<file path="src/design/ivm_pkg.sv">
// constants, vector numbers and helpers of the interrupt vector mapping block
package ivm_pkg;

    localparam int NUM_VEC = 38;
    localparam int VEC_W = 6;
    localparam int WADDR_W = 7;
    localparam int NUM_MISC = 11;
    localparam int PINS_PORTD_MIN = 32;

    // register byte offsets
    localparam logic [7:0] OFF_CTRL = 8'h00;
    localparam logic [7:0] OFF_EN_LO = 8'h04;
    localparam logic [7:0] OFF_EN_HI = 8'h08;
    localparam logic [7:0] OFF_FLAG_LO = 8'h0C;
    localparam logic [7:0] OFF_FLAG_HI = 8'h10;
    localparam logic [7:0] OFF_REQ_LO = 8'h14;
    localparam logic [7:0] OFF_REQ_HI = 8'h18;
    localparam logic [7:0] OFF_VSEL = 8'h1C;

    // field positions and reset values
    localparam int CTRL_GIE_BIT = 0;
    localparam int CTRL_SPLIT_BIT = 1;
    localparam int VSEL_PRESENT_BIT = 8;
    localparam logic CTRL_GIE_RST = 1'b0;
    localparam logic CTRL_SPLIT_RST = 1'b0;
    localparam logic [NUM_VEC-1:0] EN_RST = 38'h00_0000_0000;
    localparam logic [NUM_VEC-1:0] NMI_MASK = 38'h00_0000_0002;

    // vector numbers
    localparam int VEC_RESET = 0;
    localparam int VEC_NMI = 1;
    localparam int VEC_VLM = 2;
    localparam int VEC_RTC_OVF_CMP = 3;
    localparam int VEC_RTC_PERIODIC = 4;
    localparam int VEC_TA_OVF = 7;
    localparam int VEC_TA_HUNF = 8;
    localparam int VEC_TA_CMP0 = 9;
    localparam int VEC_TB0 = 12;
    localparam int VEC_TB1 = 13;
    localparam int VEC_TD_OVF = 14;
    localparam int VEC_TD_TRIG = 15;
    localparam int VEC_TW_CLIENT = 16;
    localparam int VEC_TW_HOST = 17;
    localparam int VEC_SER0_RXC = 19;
    localparam int VEC_PORTD = 22;
    localparam int VEC_CONV_RES = 24;
    localparam int VEC_CONV_WIN = 25;
    localparam int VEC_TB2 = 30;
    localparam int VEC_SER1_RXC = 31;
    localparam int VEC_EE = 35;
    localparam int VEC_SER2_RXC = 37;

    // vectors of the plain one-source peripherals, index 10 first
    localparam logic [NUM_MISC-1:0][VEC_W-1:0] MISC_VEC = {6'h24, 6'h22, 6'h1D, 6'h1C,
        6'h1B, 6'h1A, 6'h17, 6'h16, 6'h12, 6'h06, 6'h05};

    // word program address of a vector
    function automatic logic [WADDR_W-1:0] vec_word_addr(input logic [VEC_W-1:0] v);
        return {v, 1'b0};
    endfunction

    // vectors that exist as interrupts in a package variant
    function automatic logic [NUM_VEC-1:0] present_mask(input int pins);
        logic [NUM_VEC-1:0] m;
        m = '1;
        m[VEC_RESET] = 1'b0;
        if (pins < PINS_PORTD_MIN)
        begin
            m[VEC_PORTD] = 1'b0;
        end
        return m;
    endfunction

endpackage

</file>
<file path="src/design/ivm_if.sv">
// carriers between the mapping top and its flag bank and address lookup
`timescale 1ns/10ps
interface ivm_flag_if;
    logic [37:0] ev;
    logic [37:0] clr;
    logic [37:0] en;
    logic [37:0] present;
    logic gie;
    logic [37:0] flags;
    logic [37:0] req;
    modport bank (input ev, clr, en, present, gie, output flags, req);
    modport ctrl (output ev, clr, en, present, gie, input flags, req);
endinterface

interface ivm_vec_if;
    logic [5:0] sel;
    logic load;
    logic [6:0] addr;
    logic present;
    modport lookup (input sel, load, output addr, present);
    modport ctrl (output sel, load, input addr, present);
endinterface

</file>
<file path="src/design/ivm_flag_bank.sv">
// sticky interrupt flags and level requests for all vectors
`timescale 1ns/10ps
module ivm_flag_bank (
    input wire logic pclk,
    input wire logic presetn,
    ivm_flag_if.bank f
);
    typedef struct packed {
        logic [ivm_pkg::NUM_VEC-1:0] flags;
        logic [ivm_pkg::NUM_VEC-1:0] req;
    } ivm_bank_state_t;

    ivm_bank_state_t s_q;
    ivm_bank_state_t s_d;
    logic [ivm_pkg::NUM_VEC-1:0] gate;

    always_comb
    begin
        s_d = s_q;
        // set regardless of enable, set beats clear
        s_d.flags = (s_q.flags & ~f.clr) | (f.ev & f.present);
        s_d.flags[ivm_pkg::VEC_RESET] = 1'b0;
        gate = f.gie ? '1 : ivm_pkg::NMI_MASK;
        // request is enable and flag, gated by global enable except nmi, absent never
        s_d.req = s_q.flags & f.en & gate & f.present;
    end

    always_ff @(posedge pclk or negedge presetn)
    begin
        if (!presetn)
        begin
            s_q <= '0;
        end
        else
        begin
            s_q <= s_d;
        end
    end

    assign f.flags = s_q.flags;
    assign f.req = s_q.req;
endmodule

</file>
<file path="src/design/ivm_vec_lookup.sv">
// word program address lookup for a selected vector
`timescale 1ns/10ps
module ivm_vec_lookup #(
    parameter int PIN_COUNT = 64
) (
    input wire logic pclk,
    input wire logic presetn,
    ivm_vec_if.lookup v
);
    typedef struct packed {
        logic [ivm_pkg::WADDR_W-1:0] addr;
        logic present;
    } ivm_look_state_t;

    localparam logic [ivm_pkg::NUM_VEC-1:0] PMASK = ivm_pkg::present_mask(PIN_COUNT);

    ivm_look_state_t s_q;
    ivm_look_state_t s_d;

    always_comb
    begin
        s_d = s_q;
        if (v.load)
        begin
            // address is twice the vector number
            s_d.addr = ivm_pkg::vec_word_addr(v.sel);
            s_d.present = (v.sel == 6'h00) ||
                ((v.sel < 6'h26) && PMASK[v.sel]);
        end
    end

    always_ff @(posedge pclk or negedge presetn)
    begin
        if (!presetn)
        begin
            s_q <= '0;
        end
        else
        begin
            s_q <= s_d;
        end
    end

    assign v.addr = s_q.addr;
    assign v.present = s_q.present;
endmodule

</file>
<file path="src/design/ivm_top.sv">
// interrupt vector mapping: source routing, enables, flags, apb registers
// Behaviour
// - flags set on condition even when disabled
// - software enable bit per source only
// - request when enable and flag both set
// - no request without global enable, except nmi on vector 1
// - request stays until flag cleared
// - each vector has at most one source at a time, 0 none, 7-11 chosen by mode
// - vector 1 nmi from memory scan, needs its enable bit but not global enable
// - vector 2 carries supply level monitor
// - rtc vectors 3 overflow/compare, 4 periodic
// - vector 7 overflow or low underflow
// - vector 8 unused normal, high underflow split
// - vectors 9-11 compares or low compares
// - timer b vectors 0x18, 0x1A, 0x3C
// - timer d overflow 14, trigger 15
// - two-wire client 0x20, host 0x22
// - serial receive, empty, transmit complete vectors
// - converter result 24, window 25
// - eeprom ready on vector 35
`timescale 1ns/10ps
module ivm_top #(
    parameter int PIN_COUNT = 64
) (
    input wire logic pclk,
    input wire logic presetn,
    input wire logic psel,
    input wire logic penable,
    input wire logic pwrite,
    input wire logic [31:0] paddr,
    input wire logic [31:0] pwdata,
    output logic [31:0] prdata,
    output logic pready,
    output logic pslverr,
    input wire logic memory_scan_checker,
    input wire logic supply_level_monitor_irq,
    input wire logic rtc_overflow_compare_irq,
    input wire logic rtc_periodic_irq,
    input wire logic timer_a_overflow_irq,
    input wire logic timer_a_low_underflow_irq,
    input wire logic timer_a_high_underflow_irq,
    input wire logic [2:0] timer_a_compare_irq,
    input wire logic [2:0] timer_a_low_compare_irq,
    input wire logic [2:0] timer_b_capture_irq,
    input wire logic timer_d_overflow_irq,
    input wire logic timer_d_trigger_irq,
    input wire logic two_wire_client_irq,
    input wire logic two_wire_host_irq,
    input wire logic [2:0] serial_rx_complete_irq,
    input wire logic [1:0] serial_tx_empty_irq,
    input wire logic [1:0] serial_tx_complete_irq,
    input wire logic converter_result_irq,
    input wire logic converter_window_irq,
    input wire logic eeprom_ready_irq,
    input wire logic [10:0] misc_irq,
    output logic [37:0] irq_req
);

    // -----------------------------------------------------------------
    // state
    // -----------------------------------------------------------------
    typedef struct packed {
        logic gie;
        logic split;
        logic [ivm_pkg::NUM_VEC-1:0] en;
        logic [ivm_pkg::VEC_W-1:0] sel;
        logic sel_load;
        logic [31:0] rdata;
        logic ready;
        logic slverr;
    } ivm_top_state_t;

    ivm_top_state_t s_q;
    ivm_top_state_t s_d;

    ivm_flag_if fif ();
    ivm_vec_if vif ();

    logic [ivm_pkg::NUM_VEC-1:0] ev;
    logic [ivm_pkg::NUM_VEC-1:0] clr;
    logic access;
    logic hit;
    logic [7:0] reg_off;
    logic [31:0] rd_val;

    // -----------------------------------------------------------------
    // source routing
    // -----------------------------------------------------------------
    always_comb
    begin
        ev = '0;
        ev[ivm_pkg::VEC_NMI] = memory_scan_checker;
        ev[ivm_pkg::VEC_VLM] = supply_level_monitor_irq;
        ev[ivm_pkg::VEC_RTC_OVF_CMP] = rtc_overflow_compare_irq;
        ev[ivm_pkg::VEC_RTC_PERIODIC] = rtc_periodic_irq;
        // overflow or low underflow by mode
        ev[ivm_pkg::VEC_TA_OVF] = s_q.split ? timer_a_low_underflow_irq
            : timer_a_overflow_irq;
        // high underflow only in split mode
        ev[ivm_pkg::VEC_TA_HUNF] = s_q.split & timer_a_high_underflow_irq;
        ev[ivm_pkg::VEC_TA_CMP0 +: 3] = s_q.split ? timer_a_low_compare_irq
            : timer_a_compare_irq;
        ev[ivm_pkg::VEC_TB0] = timer_b_capture_irq[0];
        ev[ivm_pkg::VEC_TB1] = timer_b_capture_irq[1];
        ev[ivm_pkg::VEC_TB2] = timer_b_capture_irq[2];
        ev[ivm_pkg::VEC_TD_OVF] = timer_d_overflow_irq;
        ev[ivm_pkg::VEC_TD_TRIG] = timer_d_trigger_irq;
        ev[ivm_pkg::VEC_TW_CLIENT] = two_wire_client_irq;
        ev[ivm_pkg::VEC_TW_HOST] = two_wire_host_irq;
        ev[ivm_pkg::VEC_SER0_RXC] = serial_rx_complete_irq[0];
        ev[ivm_pkg::VEC_SER0_RXC + 1] = serial_tx_empty_irq[0];
        ev[ivm_pkg::VEC_SER0_RXC + 2] = serial_tx_complete_irq[0];
        ev[ivm_pkg::VEC_SER1_RXC] = serial_rx_complete_irq[1];
        ev[ivm_pkg::VEC_SER1_RXC + 1] = serial_tx_empty_irq[1];
        ev[ivm_pkg::VEC_SER1_RXC + 2] = serial_tx_complete_irq[1];
        ev[ivm_pkg::VEC_SER2_RXC] = serial_rx_complete_irq[2];
        ev[ivm_pkg::VEC_CONV_RES] = converter_result_irq;
        ev[ivm_pkg::VEC_CONV_WIN] = converter_window_irq;
        ev[ivm_pkg::VEC_EE] = eeprom_ready_irq;
        for (int i = 0; i < ivm_pkg::NUM_MISC; i++)
        begin
            ev[ivm_pkg::MISC_VEC[i]] = misc_irq[i];
        end
    end

    // -----------------------------------------------------------------
    // apb register access
    // -----------------------------------------------------------------
    assign access = psel & penable;
    assign reg_off = paddr[7:0];
    assign hit = (paddr[31:8] == 24'h00_0000) && (reg_off[1:0] == 2'h0) &&
        (reg_off <= ivm_pkg::OFF_VSEL);

    always_comb
    begin
        rd_val = 32'h0000_0000;
        case (reg_off)
            ivm_pkg::OFF_CTRL:
            begin
                rd_val[ivm_pkg::CTRL_GIE_BIT] = s_q.gie;
                rd_val[ivm_pkg::CTRL_SPLIT_BIT] = s_q.split;
            end
            ivm_pkg::OFF_EN_LO: rd_val = s_q.en[31:0];
            ivm_pkg::OFF_EN_HI: rd_val[5:0] = s_q.en[37:32];
            ivm_pkg::OFF_FLAG_LO: rd_val = fif.flags[31:0];
            ivm_pkg::OFF_FLAG_HI: rd_val[5:0] = fif.flags[37:32];
            ivm_pkg::OFF_REQ_LO: rd_val = fif.req[31:0];
            ivm_pkg::OFF_REQ_HI: rd_val[5:0] = fif.req[37:32];
            ivm_pkg::OFF_VSEL:
            begin
                rd_val[ivm_pkg::WADDR_W-1:0] = vif.addr;
                rd_val[ivm_pkg::VSEL_PRESENT_BIT] = vif.present;
            end
            default: rd_val = 32'h0000_0000;
        endcase
    end

    always_comb
    begin
        s_d = s_q;
        s_d.sel_load = 1'b0;
        clr = '0;
        if (access && !s_q.ready)
        begin
            // one wait state, answer prepared from flops
            s_d.ready = 1'b1;
            s_d.slverr = !hit;
            s_d.rdata = (hit && !pwrite) ? rd_val : 32'h0000_0000;
        end
        else
        begin
            s_d.ready = 1'b0;
            s_d.slverr = 1'b0;
            s_d.rdata = 32'h0000_0000;
        end
        if (access && s_q.ready && pwrite && hit)
        begin
            case (reg_off)
                ivm_pkg::OFF_CTRL:
                begin
                    s_d.gie = pwdata[ivm_pkg::CTRL_GIE_BIT];
                    s_d.split = pwdata[ivm_pkg::CTRL_SPLIT_BIT];
                end
                ivm_pkg::OFF_EN_LO: s_d.en[31:0] = pwdata;
                ivm_pkg::OFF_EN_HI: s_d.en[37:32] = pwdata[5:0];
                ivm_pkg::OFF_FLAG_LO: clr[31:0] = pwdata;
                ivm_pkg::OFF_FLAG_HI: clr[37:32] = pwdata[5:0];
                ivm_pkg::OFF_VSEL:
                begin
                    s_d.sel = pwdata[ivm_pkg::VEC_W-1:0];
                    s_d.sel_load = 1'b1;
                end
                default: s_d.sel_load = 1'b0;
            endcase
        end
    end

    always_ff @(posedge pclk or negedge presetn)
    begin
        if (!presetn)
        begin
            s_q.gie <= ivm_pkg::CTRL_GIE_RST;
            s_q.split <= ivm_pkg::CTRL_SPLIT_RST;
            s_q.en <= ivm_pkg::EN_RST;
            s_q.sel <= '0;
            s_q.sel_load <= 1'b0;
            s_q.rdata <= 32'h0000_0000;
            s_q.ready <= 1'b0;
            s_q.slverr <= 1'b0;
        end
        else
        begin
            s_q <= s_d;
        end
    end

    // -----------------------------------------------------------------
    // submodules
    // -----------------------------------------------------------------
    assign fif.ev = ev;
    assign fif.clr = clr;
    assign fif.en = s_q.en;
    assign fif.gie = s_q.gie;
    assign fif.present = ivm_pkg::present_mask(PIN_COUNT);
    assign vif.sel = s_q.sel;
    assign vif.load = s_q.sel_load;

    ivm_flag_bank u_bank (
        .pclk(pclk),
        .presetn(presetn),
        .f(fif)
    );

    ivm_vec_lookup #(
        .PIN_COUNT(PIN_COUNT)
    ) u_lookup (
        .pclk(pclk),
        .presetn(presetn),
        .v(vif)
    );

    assign prdata = s_q.rdata;
    assign pready = s_q.ready;
    assign pslverr = s_q.slverr;
    assign irq_req = fif.req;
endmodule

</file>
<file path="config.mk">
export PLATFORM = sky130hd
export DESIGN_NAME = ivm_top
export DESIGN_NICKNAME = d
export VERILOG_FILES = /design/src/design/ivm_pkg.sv /design/src/design/ivm_if.sv /design/src/design/ivm_flag_bank.sv /design/src/design/ivm_vec_lookup.sv /design/src/design/ivm_top.sv
export SDC_FILE = /design/constraint.sdc
export NUM_CORES = 1
export LEC_CHECK = 0
export BUFFER_PORTS_ARGS = -buffer_cell sky130_fd_sc_hd__buf_4
export CORE_UTILIZATION = 54
export DETAILED_ROUTE_END_ITERATION = 10
export PLACE_DENSITY = 0.83
export SLEW_MARGIN = 25
export SYNTH_ARGS = -nofsm -noshare
export SYNTH_HDL_FRONTEND = slang
export SYNTH_HIERARCHICAL = 1
export SYNTH_SLANG_ARGS = --single-unit
</file>
<file path="constraint.sdc">
create_clock -name pclk -period 2.5 [get_ports pclk]
set_clock_uncertainty 0.05 [all_clocks]
set_input_delay 0.125 -clock pclk [delete_from_list [all_inputs] [get_ports pclk]]
set_output_delay 0.125 -clock pclk [all_outputs]
set_load 0.03 [all_outputs]
</file>
======== Word-level counts from Yosys, hierarchy flattened ========
Memory sizes are Yosys's and may differ from the RTL's.
Cells that the tools add are included.
storage, ports and cells
  output and inout port bits .............. 72
  memory bits (read-only) ................. 64
  memories kept ........................... 1
  input port bits ......................... 110
  register bits after elaboration ......... 162
  word-level logic and storage cells ...... 68
memories
  memory           words  width  rd ports  clocked after Yosys merged registers in  wr ports  line                  source
  (no name shown)  64     1      1         0                                        0         ivm_vec_lookup.sv:28  ((v.sel < 6'h26) && PMASK[v.sel]);
operators by class
  multiplexer cells ....................... 17
  order comparisons ....................... 3
  equal/unequal tests ..................... 7
  reduce and logical (&&, ||, !) cells .... 20
  bitwise gates (word level) .............. 7
operators with widths
  cell                count
  $and 38x38->38      3
  $mux 38             2
  $pmux 23 s3         1
  $mux 32             2
  $not 38->38         1
  $or 38x38->38       1
  $mux 34             1
  $eq 8x5->1 const B  4
  $pmux 4 s7          1
  $logic_not 24->1    1
  $eq 8x4->1 const B  2
  $pmux 2 s8          1
  $eq 8x3->1 const B  1
  $le 8x5->1 const B  1
  $logic_and 1x1->1   8
  $logic_not 8->1     1
  $pmux 1 s4          2
  $reduce_and 2->1    4
  $lt 6x7->1 const B  1
  $logic_not 6->1     1
  $lt 6x6->1 const B  1
  $mux 6              1
  $mux 1              4
  $logic_not 1->1     3
  other kinds (5)     6

======== Depth between registers and ports, before layout ========
Gate-level depths: netlist of run 1.
  depth after elaboration ................. 8
  mapped depth ............................ 7
  depth with buffers taken out ............ 5

======== Modules after synthesis ========
Netlist of run 1, hierarchy kept.
modules (own cells, without submodules)
  module          sequential area each (µm²)  cells each  area each (µm²)  times used
  ivm_top         2026.9                      408         4546.9           1
  ivm_flag_bank   1851.8                      228         2688.8           1
  ivm_vec_lookup  175.2                       20          302.8            1

======== Worst setup path before layout of run 1 ========
OpenSTA, ideal clock, no wires.
  kind .................................... register to register
  from .................................... reg s_q, in the netlist pready
  to ...................................... reg fif.en[10] (netlist name)
  period minus slack after synthesis ...... 2165 ps
  library setup time ...................... 125 ps
  data required time ...................... 2325 ps
  arrival ................................. 1990 ps
  slack ................................... 335 ps
  stages on the path, launching flop included .. 5
  buffers on the path ..................... 1
  cell sequence ........................... dfrtp_1 -> nand4_1 -> nor4b_4 -> buf_6 -> mux2_4
on the way
  word-level cells in the longest chain between the ends .. 4
RTL lines
  what                               line            source
  from (decl)                        ivm_top.sv:73   ivm_top_state_t s_q;
  $logic_and 1x1->1 (3 in a row)     ivm_top.sv:176  if (access && s_q.ready && pwrite && hit)
  $reduce_and 2->1 (no source line)  --
No other way between the ends.
A chain may end at the register's enable or synchronous reset.

==> reports/qor.csv, run 1 <==
metric,value,unit
core occupancy in the finished layout,80.2,%
crit share post-route,92.9,%
CP most frequent cell,buf_4,
R2R depth,7,
drt via density,5.40,
# DRC,0,
Routed WL,21900,um
Clock Tree Buf Depth,2,
H-tree depth,4,
CTS buffer count,17,
routability congestion estimate,0.871,
CP Buf/Inv Count,3,
crit path time final,2.32,ns
HP Class,in -> reg,
launch point of the worst reg-to-reg path,pready$_DFF_PN0_,
Hold Crit Start,paddr[2],
hpwl dp,13000,um
first-pass GRT wire length,34400,um
worst-path cell chain,"nand4_1, buf_4, nor4b_4, buf_4, and2_1, o21ai_1, dlygate4sd3_1",
Area Growth Syn to Fin,42.8,%
"Max stage delay cell, worst path",dlygate4sd3_1,
Port Buffer Count,180,
PD cells,521,mW/mm^2
Post-Syn Area,0.00753,mm^2
CP Capture Type,flop,
wire length per cell,18.5,um
clk_lat worst skew,0.42,ns
CP Max Fanout,21,
drt pass-1 iters,5,
CORE AREA,0.0134,mm^2
CTS tree,yes,
"reg-to-reg slack, setup",0.18,ns
Setup WS pre-CTS,0.284,ns
# rows,42,
grt ovf,0,
Die Span Y,120,um
Final ANT Viol Nets,0,
post-CTS setup buffer count,0,
crit start category,flop,
Max stage delay on crit path,0.56,ns
R2R Path End,u_bank/f.flags[19]$_DFF_PN0_,
drt initial violations,507,
Worst Slack Setup Final,0.179,ns
Ports,182,
vias in the first global route,6776,
fin nets,1101,
kind of critical path,reg -> reg,
status,"finished, final reports clean",
die boundary width,120,um
Slew headroom,55.6,%
Leak,5.45,nW
FMAX,431,MHz
syn avg cell area,11.5,um^2
critical path data arrival time,2.58,ns
"CP delay by family, top",buffers and inverters,
layout cells sized above 1,30.6,%
Worst Hold Path EP,prdata[6]$_DFF_PN0_,
CP Data Required Time,2.76,ns
pin count of the biggest net entering global routing,68,
antenna violations before repair,1,
Via Count,6376,
Mapped Cells,654,
Worst Tran Pin Value,0.659,ns
Worst Hold Depth,3,
final-report max-slew violation count,0,
max_cap viols,0,
RSZ-0062 raised after global routing,no,
Clock Sinks,162,
global-route usage over all layers,31.7,%
root buffer selected by CTS,clkbuf_16,
Worst-path clk slew,0.06,ns
Yosys Warn Count,6,
final hold vios,0,
Die ar.,0.0144,mm^2
initial core utilization,56.2,%
setup violators final,0,
Max IR drop VDD,0.469,mV
Setup TNS,0,ns
## per-stage QoR
stage	hold slack, ns	instances	power (mW)	cell area [um^2]
CTS	0.00552	1180	5.58	10700
global placement	0.0984	1048	3.02	9170
floorplan	-0.221	728	2.79	7810
detailed placement	0.102	1048	3.03	9170
global route	0.0491	1181	5.76	10700
finish	0.0376	1181	5.60	10700
## worst register-to-register path, cell delays in order (launching register included)
cell and delay [ns]:
dfrtp_1 0.39, nand4_1 0.14, buf_4 0.22, nor4b_4 0.24, buf_4 0.32, and2_1 0.20
o21ai_1 0.08, dlygate4sd3_1 0.56
## state kept, by name, indices dropped and copies added (netlist names)
register / count
fif.en: 38
vif.sel: 6
u_bank/f.req: 37
vif.load: 1
prdata: 32
s_q: 1
u_bank/f.flags: 37
pslverr: 1
u_lookup/v.present: 1
u_lookup/v.addr: 6
fif.gie: 1
pready: 1
## cell usage in the layout, fill, tap and decap left out, drive strengths merged, types with 2 or more instances in the layout
master,n
a22oi,13
and4,38
and2,39
buf,203
clkbuf,20
nor3b,2
nand4,5
inv,41
mux2,55
o21ai,38
nor4b,4
nand3,2
a31oi,7
a211oi,2
and3,3
nor4,13
a222oi,4
or4b,3
nand2,43
dfrtp,162
conb,77
nor2,57
mux2i,26
dlygate4sd3,100
clkinv,8
a21oi,26
## worst max-delay path by stage
stage | startpoint | end | slack, ns | depth (start not counted)
global placement | paddr[15] | fif.en[33]$_DFFE_PN0P_ | 0.36 | 6
global route | pready$_DFF_PN0_ | u_bank/f.flags[20]$_DFF_PN0_ | 0.09 | 7
floorplan | pready$_DFF_PN0_ | fif.en[10]$_DFFE_PN0P_ | 0.34 | 4
CTS | pready$_DFF_PN0_ | u_bank/f.flags[26]$_DFF_PN0_ | 0.25 | 7
finish | pready$_DFF_PN0_ | u_bank/f.flags[19]$_DFF_PN0_ | 0.18 | 7
detailed placement | paddr[25] | fif.en[37]$_DFFE_PN0P_ | 0.28 | 6
## layout make-up
cell class                      instances  area, um^2
Inverter                               38         143
Timing Repair Buffer                  303        2550
Tap cell                              176         220
Antenna cell                            1        2.50
Clock buffer                           20         467
Sequential cell                       162        4050
Fill cell                             781        2650
Multi-Input combinational cell        469        3200
Clock inverter                         12         104
## metal layers
metal,routed length [um],GRT usage [%],up-vias
met5,0,0,-
met4,838,16.4,0
met3,1330,6.32,75
met2,11200,54.6,300
met1,8470,37.3,3146
li1,-,-,2855
## repair_timing
| item | 4_1_cts | 5_1_grt |
|---|---|---|
| gates resized for setup | 0 | 0 |
| setup endpoints to repair | 0 | 0 |
| endpoints found under the hold margin | 148 | 0 |
| hold buffers | 100 | 0 |
## report_power, final
| part | internal [mW] | switching [mW] | leakage [nW] | total, mW |
|---|---|---|---|---|
| clock | 1.45 | 1.06 | 0.290 | 2.51 |
| combinational | 0.241 | 0.222 | 3.09 | 0.463 |
| sequential | 2.62 | 0.00114 | 2.07 | 2.62 |
| total | 4.31 | 1.28 | 5.45 | 5.60 |
(Power assumes the default switching activity.)
==> inputs of run 2 (changes only) <==
CORE_MARGIN = 2   (was default)
==> reports/qor.csv, run 2 (synthesis gave the netlist of run 1 again) <==
metric,value,unit,change
Setup WS pre-CTS,0.206,ns,-0.0779 ns
first-pass GRT wire length,32400,um,-5.9%
antenna violations before repair,0,,-1
Hold Crit Start,timer_a_compare_irq[1],,
drt pass-1 iters,5,,unchanged
Leak,5.45,nW,about the same
"reg-to-reg slack, setup",0.21,ns,+0.03 ns
crit path time final,2.37,ns,+0.0492 ns
FMAX,422,MHz,-2.1%
drt initial violations,389,,-23%
grt ovf,0,,unchanged
most frequent cells in the layout,"202 x buf_4, 162 x dfrtp_1, 97 x dlygate4sd3_1",,
R2R Path End,u_bank/f.flags[16]$_DFF_PN0_,,
global-route usage over all layers,29.0,%,-2.7 points
PostCTS Resize Cnt,0,,unchanged
Slew headroom,50.2,%,-5.5 points
clock share of power,46.3,%,+1.4 points
Worst-path clk slew,0.06,ns,about the same
Setup TNS,0,ns,unchanged
pin count of the biggest net entering global routing,62,,-8.8%
internal power,4.44,mW,+2.9%
CORE AREA,0.0138,mm^2,+2.8%
# DRC,0,,unchanged
HP Class,in -> reg,,
H-tree depth,4,,unchanged
Routed WL,21200,um,-3.0%
Seq pwr share,45.7,%,-1.2 points
worst hold slack,0.0183,ns,-0.0193 ns
crit start category,input pin,,
initial core utilization,54.7,%,-1.5 points
critical path data arrival time,2.62,ns,+0.04 ns
clk_lat worst skew,0.42,ns,about the same
PD cells,532,mW/mm^2,+2.1%
Via Count,6241,,-2.1%
routability congestion estimate,0.889,,+2.1%
wire length per cell,17.9,um,-3.2%
final hold vios,0,,unchanged
hpwl dp,13200,um,+1.0%
switching share of power,22.6,%,-0.30 points
status,"finished, final reports clean",,
Worst Tran Pin Value,0.741,ns,+0.0814 ns
setup violators final,0,,unchanged
Worst Hold Depth,4,,+1
Max IR drop VDD,0.452,mV,-3.5%
die boundary width,122,um,+1.7%
Die ar.,0.0149,mm^2,+3.4%
Worst Hold Path EP,u_bank/f.flags[10]$_DFF_PN0_,,
# rows,43,,+2.4%
total power,5.74,mW,+2.5%
CTS buffer count,17,,unchanged
vias in the first global route,6566,,-3.1%
"commonest non-fill, non-tap cell in the layout",buf_4,,
Clock Tree Buf Depth,2,,unchanged
switching pwr,1.30,mW,+1.1%
Final ANT Viol Nets,0,,unchanged
CTS tree,yes,,
Port Buffer Count,180,,unchanged
drt via density,5.27,,-2.4%
Largest register FFs,38,,unchanged
Comb pwr share,7.9,%,-0.4 points
max_cap viols,0,,unchanged
fin nets,1101,,unchanged
Clock Sinks,162,,unchanged
R2R depth,7,,unchanged
crit share post-route,94.8,%,+2.0 points
RSZ-0062 raised after global routing,no,,
root buffer selected by CTS,clkbuf_16,,
kind of critical path,in -> reg,,
Die Span Y,122,um,+1.7%
CP Data Required Time,2.75,ns,about the same
Ant. Diodes,0,,-1
final-report max-slew violation count,0,,unchanged
Worst Slack Setup Final,0.129,ns,-0.0492 ns
Largest Register,fif.en,,
CP Max Fanout,31,,+48%
CP Capture Type,flop,,
Area Growth Syn to Fin,43.3,%,
Ports,182,,unchanged
layout cells sized above 1,30.9,%,+0.30 points
launch point of the worst reg-to-reg path,pready$_DFF_PN0_,,
run 2: how the worst max path moves through the flow:
stage	startpoint	depth (start not counted)	slack, ns	end
finish	paddr[15]	10	0.13	u_bank/f.flags[16]$_DFF_PN0_
detailed placement	paddr[15]	7	0.21	fif.en[36]$_DFFE_PN0P_
global route	pready$_DFF_PN0_	7	0.12	u_bank/f.flags[31]$_DFF_PN0_
global placement	paddr[15]	7	0.22	fif.en[33]$_DFFE_PN0P_
floorplan	pready$_DFF_PN0_	4	0.34	fif.en[10]$_DFFE_PN0P_
CTS	paddr[15]	10	0.23	u_bank/f.flags[31]$_DFF_PN0_
run 2: power by group through the flow:
stage	sequential, mW	clock (mW)	combinational [mW]
5_1_grt	2.62	2.80	0.496
3_3_place_gp	2.67	0	0.349
3_5_place_dp	2.67	0	0.354
6_report	2.62	2.66	0.455
4_1_cts	2.62	2.68	0.443
2_1_floorplan	2.68	0	0.110
run 2: worst max-delay path, stage by stage:
cell and delay (ns):
buf_4 0.10, nor4_1 0.44, buf_4 0.20, nand4_2 0.15
buf_4 0.23, nor4b_4 0.31, buf_12 0.23, and2_1 0.16
o21ai_1 0.07, dlygate4sd3_1 0.57
run 2: final cells by class:
type                       count  area (um^2)
clock buffer                  17          425
inverter                      38          143
tap                          180          225
sequential                   162         4050
fill                         840         2980
timing repair buffer         303         2560
multi-input combinational    469         3200
clock inverter                15          181
run 2: metal layers:
layer | GRT usage, % | wire length [um]
met3 | 7.30 | 1650
met5 | 0 | 0
met2 | 49.8 | 10700
met1 | 34.5 | 8190
met4 | 12.7 | 659
run 2: per-stage QoR:
| stage | instance area, um^2 | utilization (%) | cells |
|---|---|---|---|
| global placement | 9210 | 66.9 | 1055 |
| CTS | 10800 | 78.4 | 1184 |
| detailed placement | 9210 | 66.9 | 1055 |
| finish | 10800 | 78.4 | 1184 |
| floorplan | 7810 | - | 728 |
| global route | 10800 | 78.4 | 1184 |
run 2: what timing repair did:
action / in CTS / in global routing
buffers inserted: 0 / 0
hold buffers: 97 / 0
hold endpoints to repair: 142 / 0
